**src/freq_meter_regs.vh**
```
// constants used by the frequency meter channel, including the layout of its synchroniser bundle
`ifndef FREQ_METER_REGS_VH
`define FREQ_METER_REGS_VH

// system clock period and the resolution of the counting period
`define CLK_PERIOD_NS 100
`define PERIOD_STEP_NS 25
// period steps consumed per clock cycle, derived from the two times above
`define STEPS_PER_CLK (`CLK_PERIOD_NS / `PERIOD_STEP_NS)

// widths of the period parameter and of the pulse counters
`define PERIOD_W 30
`define COUNT_W 32

// number of external inputs that pass through the synchroniser
`define EXT_IN_W 3
// bit positions of the external inputs inside the synchroniser bundle
`define EXT_PULSE_BIT 0
`define EXT_START_BIT 1
`define EXT_GATE_BIT 2

// measurement mode encodings
`define MODE_SINGLE 1'b0
`define MODE_SERIES 1'b1

// trigger source encodings
`define SRC_SOFT 1'b0
`define SRC_PINS 1'b1

// reset values
`define COUNT_RST 32'h0000_0000
`define PERIOD_RST 30'h0000_0000

`endif

```
**src/gated_pulse_frequency_meter.v**
```verilog
// one gated pulse frequency meter channel
//
// What this block does
// - only reacts while block_enable is 1; disabled holds ready and pending low
// - source select 0 takes soft start/gate, 1 takes the external pins
// - gate_polarity_flip 1 inverts the selected gate signal
// - start_polarity_flip 1 inverts the selected start so falling edges launch
// - input_polarity_flip 1 inverts the pulse input so falling edges count
// - start rising edge clears ready, sets pending, loads period length
// - counting period is timed in 25 ns steps of the period parameter
// - pulse edges count only while pending or continuous counting is 1
// - in single mode, period expiry clears pending, ending the measurement cycle
// - while effective gate is 1 no pulse edge is counted
// - gate scope 1 also freezes the period timer while gated; 0 keeps it running
// - single measurement end copies running count to result and sets ready
// - series mode restarts immediately, result holds last completed count
// - counting period length parameter is 30 bits wide
// - measurement result is a 32-bit read-only value
`timescale 1ns/100ps
`default_nettype none
`include "freq_meter_regs.vh"

module gated_pulse_frequency_meter #(
    parameter PERIOD_W = `PERIOD_W,
    parameter COUNT_W = `COUNT_W
) (
    input wire clk,
    input wire rst,
    // channel control bits
    input wire block_enable,
    input wire trigger_source_select,
    input wire soft_start,
    input wire soft_gate,
    input wire gate_polarity_flip,
    input wire start_polarity_flip,
    input wire input_polarity_flip,
    input wire continuous_count_flag,
    input wire gate_scope_select,
    input wire series_mode,
    input wire [PERIOD_W-1:0] period_steps,
    // external pins
    input wire pulse_input,
    input wire ext_start_pin,
    input wire ext_gate_pin,
    // status and results
    output wire ready,
    output wire pending,
    output wire [COUNT_W-1:0] running_count,
    output wire [COUNT_W-1:0] result
);

    // period steps eaten per clock; the step is finer than the clock period,
    // so a period is rounded up to whole clocks and never lasts under one
    localparam integer STEPS_INT = `STEPS_PER_CLK;
    localparam [PERIOD_W-1:0] STEP_DEC = STEPS_INT[PERIOD_W-1:0];
    localparam [COUNT_W-1:0] COUNT_ONE = {{(COUNT_W-1){1'b0}}, 1'b1};

    wire [`EXT_IN_W-1:0] ext_raw;
    wire [`EXT_IN_W-1:0] ext_sync;

    reg start_prev_r;
    reg pulse_prev_r;
    reg arm_r;
    reg ready_r;
    reg ready_nxt;
    reg pending_r;
    reg pending_nxt;
    reg [PERIOD_W-1:0] remain_r;
    reg [PERIOD_W-1:0] remain_nxt;
    reg [COUNT_W-1:0] count_r;
    reg [COUNT_W-1:0] count_nxt;
    reg [COUNT_W-1:0] result_r;
    reg [COUNT_W-1:0] result_nxt;

    wire start_sel;
    wire gate_sel;
    wire start_eff;
    wire gate_eff;
    wire pulse_eff;
    wire start_edge;
    wire pulse_edge;
    wire count_en;
    wire count_inc;
    wire timer_run;
    wire period_done;
    wire [COUNT_W-1:0] count_plus;

    // bundle the asynchronous pins for one shared synchroniser
    assign ext_raw[`EXT_PULSE_BIT] = pulse_input;
    assign ext_raw[`EXT_START_BIT] = ext_start_pin;
    assign ext_raw[`EXT_GATE_BIT] = ext_gate_pin;

    // two flops per pin; costs two cycles of latency but each edge counts once
    input_sync #(
        .WIDTH(`EXT_IN_W)
    ) pin_sync (
        .clk(clk),
        .rst(rst),
        .async_in(ext_raw),
        .sync_out(ext_sync)
    );

    // pick the trigger source; soft bits are already synchronous
    assign start_sel = (trigger_source_select == `SRC_PINS) ?
                       ext_sync[`EXT_START_BIT] : soft_start;
    assign gate_sel = (trigger_source_select == `SRC_PINS) ?
                      ext_sync[`EXT_GATE_BIT] : soft_gate;

    // optional polarity flips
    assign start_eff = start_sel ^ start_polarity_flip;
    assign gate_eff = gate_sel ^ gate_polarity_flip;
    assign pulse_eff = ext_sync[`EXT_PULSE_BIT] ^ input_polarity_flip;

    // rising edges of the effective signals; toggling a flip bit while the
    // source is steady looks like an edge, so change flips while idle
    assign start_edge = start_eff & ~start_prev_r & arm_r;
    assign pulse_edge = pulse_eff & ~pulse_prev_r & arm_r;

    // counting window and gating
    assign count_en = pending_r | continuous_count_flag;
    assign count_inc = pulse_edge & count_en & ~gate_eff;
    assign count_plus = count_r + COUNT_ONE;

    // gate scope decides whether gating also stops the period timer
    assign timer_run = pending_r & ~(gate_scope_select & gate_eff);
    // the period ends on the cycle that consumes its last 25 ns steps
    assign period_done = timer_run & (remain_r <= STEP_DEC);

    // previous levels for edge detection track even while disabled, so that
    // enabling with start already high does not launch a measurement
    always @(posedge clk or posedge rst) begin
        if (rst) begin
            start_prev_r <= 1'b0;
            pulse_prev_r <= 1'b0;
        end else begin
            start_prev_r <= start_eff;
            pulse_prev_r <= pulse_eff;
        end
    end

    // edge detection waits one cycle after reset: the previous-level flops
    // reset low, which would fake an edge on any effective input idling high
    always @(posedge clk or posedge rst) begin
        if (rst) begin
            arm_r <= 1'b0;
        end else begin
            arm_r <= 1'b1;
        end
    end

    // next state of the measurement; start wins over a coincident expiry
    always @* begin
        ready_nxt = ready_r;
        pending_nxt = pending_r;
        remain_nxt = remain_r;
        count_nxt = count_r;
        result_nxt = result_r;
        if (!block_enable) begin
            // disabled: flags low, counters and result frozen
            ready_nxt = 1'b0;
            pending_nxt = 1'b0;
        end else if (start_edge) begin
            ready_nxt = 1'b0;
            pending_nxt = 1'b1;
            remain_nxt = period_steps;
            count_nxt = `COUNT_RST;
            // single mode shows zero in the result until the period ends
            if (series_mode == `MODE_SINGLE) begin
                result_nxt = `COUNT_RST;
            end
        end else begin
            // pulses that are gated or fall outside the window are dropped
            if (count_inc) begin
                count_nxt = count_plus;
            end
            if (period_done) begin
                // an edge landing in the final cycle still belongs to this result
                result_nxt = count_inc ? count_plus : count_r;
                ready_nxt = 1'b1;
                if (series_mode == `MODE_SERIES) begin
                    // back-to-back periods with no dead cycle between them
                    pending_nxt = 1'b1;
                    remain_nxt = period_steps;
                    count_nxt = `COUNT_RST;
                end else begin
                    pending_nxt = 1'b0;
                    remain_nxt = {PERIOD_W{1'b0}};
                end
            end else if (timer_run) begin
                // a frozen timer keeps its remaining steps untouched
                remain_nxt = remain_r - STEP_DEC;
            end
        end
    end

    // measurement state registers
    always @(posedge clk or posedge rst) begin
        if (rst) begin
            ready_r <= 1'b0;
            pending_r <= 1'b0;
            remain_r <= `PERIOD_RST;
            count_r <= `COUNT_RST;
            result_r <= `COUNT_RST;
        end else begin
            ready_r <= ready_nxt;
            pending_r <= pending_nxt;
            remain_r <= remain_nxt;
            count_r <= count_nxt;
            result_r <= result_nxt;
        end
    end

    // all status and data outputs come straight from flip-flops
    assign ready = ready_r;
    assign pending = pending_r;
    assign running_count = count_r;
    assign result = result_r;

endmodule // gated_pulse_frequency_meter

`default_nettype wire

```
**src/input_sync.v**
```verilog
// two flip-flop synchroniser for a bundle of asynchronous level inputs
`timescale 1ns/100ps
`default_nettype none

module input_sync #(
    parameter WIDTH = 1
) (
    input wire clk,
    input wire rst,
    input wire [WIDTH-1:0] async_in,
    output wire [WIDTH-1:0] sync_out
);

    reg [WIDTH-1:0] meta_r;
    reg [WIDTH-1:0] stable_r;

    // first stage feeds only the second stage, never any logic
    always @(posedge clk or posedge rst) begin
        if (rst) begin
            meta_r <= {WIDTH{1'b0}};
            stable_r <= {WIDTH{1'b0}};
        end else begin
            meta_r <= async_in;
            stable_r <= meta_r;
        end
    end

    assign sync_out = stable_r;

endmodule // input_sync

`default_nettype wire

```
**config.mk**
```make
export PLATFORM = sky130hd
export DESIGN_NAME = gated_pulse_frequency_meter
export DESIGN_NICKNAME = d
export VERILOG_FILES = /design/src/gated_pulse_frequency_meter.v /design/src/input_sync.v
export VERILOG_INCLUDE_DIRS = /design/src /design/src/src
export SDC_FILE = /design/constraint.sdc
export NUM_CORES = 1
export LEC_CHECK = 0
export BUFFER_PORTS_ARGS = -buffer_cell sky130_fd_sc_hd__clkbuf_2
export CORE_MARGIN = 1
export CORE_UTILIZATION = 60
export DETAILED_ROUTE_END_ITERATION = 7
export GPL_ROUTABILITY_DRIVEN = 0
export PLACE_DENSITY = 0.86
export SLEW_MARGIN = 30
export SYNTH_ARGS = -nofsm -noshare
export SYNTH_HDL_FRONTEND = slang
export SYNTH_SLANG_ARGS = --single-unit
```
**constraint.sdc**
```tcl
create_clock -name clk -period 8 [get_ports clk]
set_input_delay 0.8 -clock clk [delete_from_list [all_inputs] [get_ports clk]]
set_output_delay 0.8 -clock clk [all_outputs]
set_load 0.005 [all_outputs]
```
# Word level (Yosys, flattened, before mapping)
# Cells that the tools add are included.
[classes]
addsub = 2
order_cmp = 1
eq_ne = 2
muxes = 20
n_bitwise = 17
reduce_logical = 4
[op_table]
columns = ["operator", "n"]
rows = [
  ["$mux 32", 7],
  ["$mux 30", 4],
  ["$add 32x1->32 const B", 1],
  ["$le 30x3->1 const B", 1],
  ["$sub 30x3->30 const B", 1],
  ["$and 1x1->1", 9],
  ["$mux 1", 9],
  ["$not 1->1", 4],
  ["$ne 3x1->1 const B", 1],
  ["$reduce_and 3->1", 1],
  ["$reduce_bool 3->1", 1],
  ["$xor 1x1->1", 3],
  ["$ne 2x2->1 const B", 1],
  ["$reduce_and 2->1", 1],
  ["$reduce_bool 2->1", 1],
  ["$or 1x1->1", 1],
]
[word_totals]
register_bits = 105
inputBits = 45
wordCells = 56

# Depth between registers and ports, before layout
[depth]
ltp_word = 9
ltp_mapped = 9

# Modules after synthesis
# Synthesis repeated with hierarchy kept, for this count alone.
[unflattened]
hier_cells = 617
area_unflattened_um2 = 5814.3
[by_module_without_submodules]
columns = ["mod", "instances", "cells_each", "area_each_um2", "seq_area_each_um2"]
rows = [
  ["gated_pulse_frequency_meter", 1, 610, 5660.4, 2477.4],
  ["input_sync", 1, 7, 153.9, 150.1],
]

# Least setup slack after synthesis
# OpenSTA, ideal clock, no wires.
[synth_path]
kind = "input -> register"
from = "in input_polarity_flip"
to = "reg count_r[31] (netlist: running_count[31])"
setup_time_ns = 0.083
arrival_time_ns = 2.915
path_slack_ns = 5.002
path_stages = 7
path_buffers = 1
path_cell_list = "xnor2_1 -> or4b_1 -> clkbuf_2 -> or4_1 -> or4_4 -> or3_1 -> o21ai_0"
[synth_between]
elab_chain_len = 9
[synth_rtl]
columns = ["element", "line", "source"]
rows = [
  ["start: declaration", "gated_pulse_frequency_meter.v:36", "input wire input_polarity_flip,"],
  ["$xor 1x1->1 *", "gated_pulse_frequency_meter.v:112", "assign pulse_eff = ext_sync[`EXT_PULSE_BIT] ^ input_polarity_flip;"],
  ["$and 1x1->1 * (2 in series)", "gated_pulse_frequency_meter.v:117", "assign pulse_edge = pulse_eff & ~pulse_prev_r & arm_r;"],
  ["$and 1x1->1 * (2 in series)", "gated_pulse_frequency_meter.v:121", "assign count_inc = pulse_edge & count_en & ~gate_eff;"],
  ["$mux 32 *", "gated_pulse_frequency_meter.v:173", "if (count_inc) begin"],
  ["$mux 32", "gated_pulse_frequency_meter.v:180", "if (series_mode == `MODE_SERIES) begin"],
  ["$mux 32 *", "gated_pulse_frequency_meter.v:176", "if (period_done) begin"],
  ["$mux 32 *", "gated_pulse_frequency_meter.v:162", "end else if (start_edge) begin"],
  ["end signal: assignment", "gated_pulse_frequency_meter.v:202", "count_r <= `COUNT_RST;"],
  ["end signal: assignment", "gated_pulse_frequency_meter.v:208", "count_r <= count_nxt;"],
  ["end: declaration", "gated_pulse_frequency_meter.v:70", "reg [COUNT_W-1:0] count_r;"],
]
# Mark *: on every way between the ends. The rest lies on a longest branch, timed or not.
# A chain may end at the register's enable or synchronous reset.

# Worst setup path in the final report
[layout_path]
from = "reg remain_r[4]"
to = "reg remain_r[7]"
[layout_between]
elab_chain_len = 4
word_cells_on_any_way = 8
cone_classes = "add/sub: 1; order compare: 1; mux: 3; bitwise: 1; reduce/logical: 2"
[layout_rtl]
columns = ["element", "line", "source"]
rows = [
  ["start: declaration", "gated_pulse_frequency_meter.v:68", "reg [PERIOD_W-1:0] remain_r;"],
  ["start signal: assignment", "gated_pulse_frequency_meter.v:201", "remain_r <= `PERIOD_RST;"],
  ["start signal: assignment", "gated_pulse_frequency_meter.v:207", "remain_r <= remain_nxt;"],
  ["$sub 30x3->30 / $le 30x3->1 (equally long branches)", "gated_pulse_frequency_meter.v:191, gated_pulse_frequency_meter.v:127", ""],
  ["$mux 30 / $and 1x1->1 (equally long branches)", "gated_pulse_frequency_meter.v:189, gated_pulse_frequency_meter.v:127", ""],
  ["$mux 30 / $reduce_bool 3->1 (equally long branches)", "n/a", ""],
  ["$mux 30 / $reduce_and 2->1 (equally long branches)", "n/a", ""],
]
# Parallel ways exist; a longest one is shown, timed or not. The select of a mux whose other input is x is not followed.

==> flow_summary.json <==
{
  "worstMarginPinSlew_ns": 0.987,
  "ant_nets": 0,
  "clkSlewWorstSetupHoldPaths_ns": 0.10,
  "netlist.area_leader.share": 0.457,
  "antenna_found_initial": 0,
  "start_util": 0.622,
  "p_seq_frac": 0.533,
  "die_y_um": 99.9,
  "multi_input_area_mm2": 0.00292,
  "cp.required_ns": 8.29,
  "layout_min_cycle_time_ns": 3.36,
  "clkPwrFrac": 0.260,
  "crit_path_max_incr_delay_ns": 0.76,
  "grt_pass1_wl_um": 24600,
  "status": "completed",
  "clk_latency_ns": 0.37,
  "ys_warn_count": 0,
  "slew_violations": 0,
  "setup_ws_ns": 4.64,
  "dp_slack_ns": 4.67,
  "post_cts_buffers": 0,
  "grt_max_degree": 64,
  "clock_skew_ns": 0.0144,
  "dpl.hpwl_um": 10200,
  "core_mm2": 0.00924,
  "via_count": 5492,
  "vdd_drop_max_v": 0.000124,
  "synthCells": 633,
  "nets": 774,
  "pwr-share-comb": 0.207,
  "p_switching_mw": 0.441,
  "worstPathArrival_ns": 3.65,
  "wirelength_um": 14800,
  "yosysSeqAreaShare": 0.457,
  "mostFrequentLayoutCells": "clkbuf_2, dfrtp_1, nand2_1",
  "rsz0062_at_grt": "false",
  "startpoint_type": "register",
  "fp.dieArea_mm2": 0.00998,
  "critPathCaptureType": "register",
  "hold_violations": 0,
  "power.leakage_nw": 2.80,
  "final_util": 0.717,
  "synthFlopType": "dfrtp_1",
  "io_pins": 111,
  "critPathKind": "register to register",
  "setup-violations-final": 0,
  "antenna_cells": 0,
  "p_per_area_mw_per_mm2": 199,
  "cts.sinks": 105,
  "path_cells": "nor4_2 -> o2111ai_1 -> a2111oi_4 -> o21a_1 -> nand2_1 -> nand3_1",
  "grt.overflow.total": 0,
  "p_int_mw": 0.880,
  "synth_top_cell_by_area": "dfrtp_1",
  "drc": 0,
  "max-slew-margin-rel": 0.337,
  "synth_edf_count": 0,
  "syn_nets": 681,
  "power.share.switching": 0.334,
  "cts_resized": 0,
  "fin_crit_sh": 0.420,
  "async_reset_ff_frac": 1.00,
  "yosys.cell_types.count": 60,
  "grt.total_usage": 0.307,
  "firstDrtPassIters": 6,
  "cts_tree": "built",
  "critical_path.top_delay_family": "compound AO/OA/AOI/OAI gates",
  "drive_gt1_frac": 0.203,
  "h-tree-depth": 3,
  "synthesis.area_mm2": 0.00575,
  "synth.area.top_cells": "dfrtp_1, nand2_1, o21ai_0",
  "area_growth_pct": 15.2,
  "avgRoutedWirePerCell_um": 17.3,
  "chipWidth_um": 99.9,
  "crit_buf_inv": 0,
  "fin_tns_setup_ns": 0,
  "mostFrequentLayoutCell": "clkbuf_2",
  "critPathMaxFanout": 24,
  "grt_pass1_vias": 5138,
  "clockRootBuffer": "clkbuf_8",
  "numCtsBuffers": 9,
  "ys_seq_elements": 105,
  "rows": 35,
  "first_iter_violations": 413,
  "hp-class": "register to register",
  "io_buffers": 110,
  "cap_violations": 0,
  "fmax_mhz": 297,
  "n_fill_cell": 695,
  "seq_area_mm2": 0.00263,
  "slowest_stage": "o21a_1",
  "vias_per_cell": 6.39,
  "r2r_slack_ns": 4.64,
  "holdBufCountCts": 0,
  "syn_avg_cell_area_um2": 9.08,
  "clockBufferDepth": 2
}
## synth_stat cells (13+ instances only)
cell type / number
dfrtp_1: 105
nand2_1: 83
o21ai_0: 43
nand3_1: 33
nor2_1: 29
inv_1: 26
o31ai_1: 26
clkbuf_1: 25
nor3_1: 22
xnor2_1: 22
a21oi_1: 20
a21boi_0: 17
nand4_1: 15
or3_1: 15
a31oi_1: 13
## final cells by class
cell class | instances | share of cell area
Inverter | 26 | 0.0151
Timing Repair Buffer | 118 | 0.0922
Multi-Input combinational cell | 466 | 0.441
Clock buffer | 10 | 0.0208
Clock inverter | 5 | 0.00945
Tap cell | 129 | 0.0244
Sequential cell | 105 | 0.397
## per-layer routing
metal,global-route usage,wire [µm],vias up
met5,0,0,-
met4,0.123,362,0
met3,0.0578,1180,40
met2,0.502,7400,299
met1,0.406,5910,2653
li1,-,-,2500
## power by group through the flow
stage / Combinational (mW) / Clock (mW) / Sequential, mW
final: 0.274 / 0.343 / 0.704
after global routing: 0.307 / 0.368 / 0.715
after CTS: 0.271 / 0.348 / 0.701
after detailed placement: 0.271 / 0 / 0.710
after global placement: 0.256 / 0 / 0.704
after floorplan: 0.179 / 0 / 0.693
## cells by family after synthesis
kind of cell               Yosys count  synth area share
AOI/OAI and AO/OA                  176             0.214
xor gates and xnor gates            34            0.0518
adders and majority gates            3           0.00653
buffers and inverters               62            0.0433
DFF                                105             0.457
muxes                                5           0.00871
other                                1          0.000652
and+or+nand+nor                    247             0.218
## stage by stage
| step | instances | power, mW | cell area, µm² | hold slack, ns |
|---|---|---|---|---|
| floorplan | 633 | 0.872 | 5750 | 0.331 |
| global placement | 844 | 0.961 | 6390 | 0.333 |
| detailed placement | 844 | 0.981 | 6410 | 0.336 |
| CTS | 859 | 1.32 | 6610 | 0.360 |
| global route | 859 | 1.39 | 6620 | 0.370 |
| finish | 859 | 1.32 | 6620 | 0.358 |
## registers in the layout, summed over array words and instances, names as in the netlist
register,cells
start_prev_r,1
running_count,32
arm_r,1
result,32
pin_sync.sync_out,3
pending,1
remain_r,30
ready,1
pin_sync.meta_r,3
pulse_prev_r,1
## final timing paths
kind	end	depth (start not counted)	start
setup / recovery	remain_r[7]	6	remain_r[4]
hold / removal	pin_sync.sync_out[0]	0	pin_sync.meta_r[0]
setup reg to reg	remain_r[7]	6	remain_r[4]
hold reg to reg	pin_sync.sync_out[0]	0	pin_sync.meta_r[0]
max in group asynchronous	running_count[17]	3	rst
min in group asynchronous	pin_sync.meta_r[2]	2	rst
No activity file was read; power rests on OpenSTA's default activity.
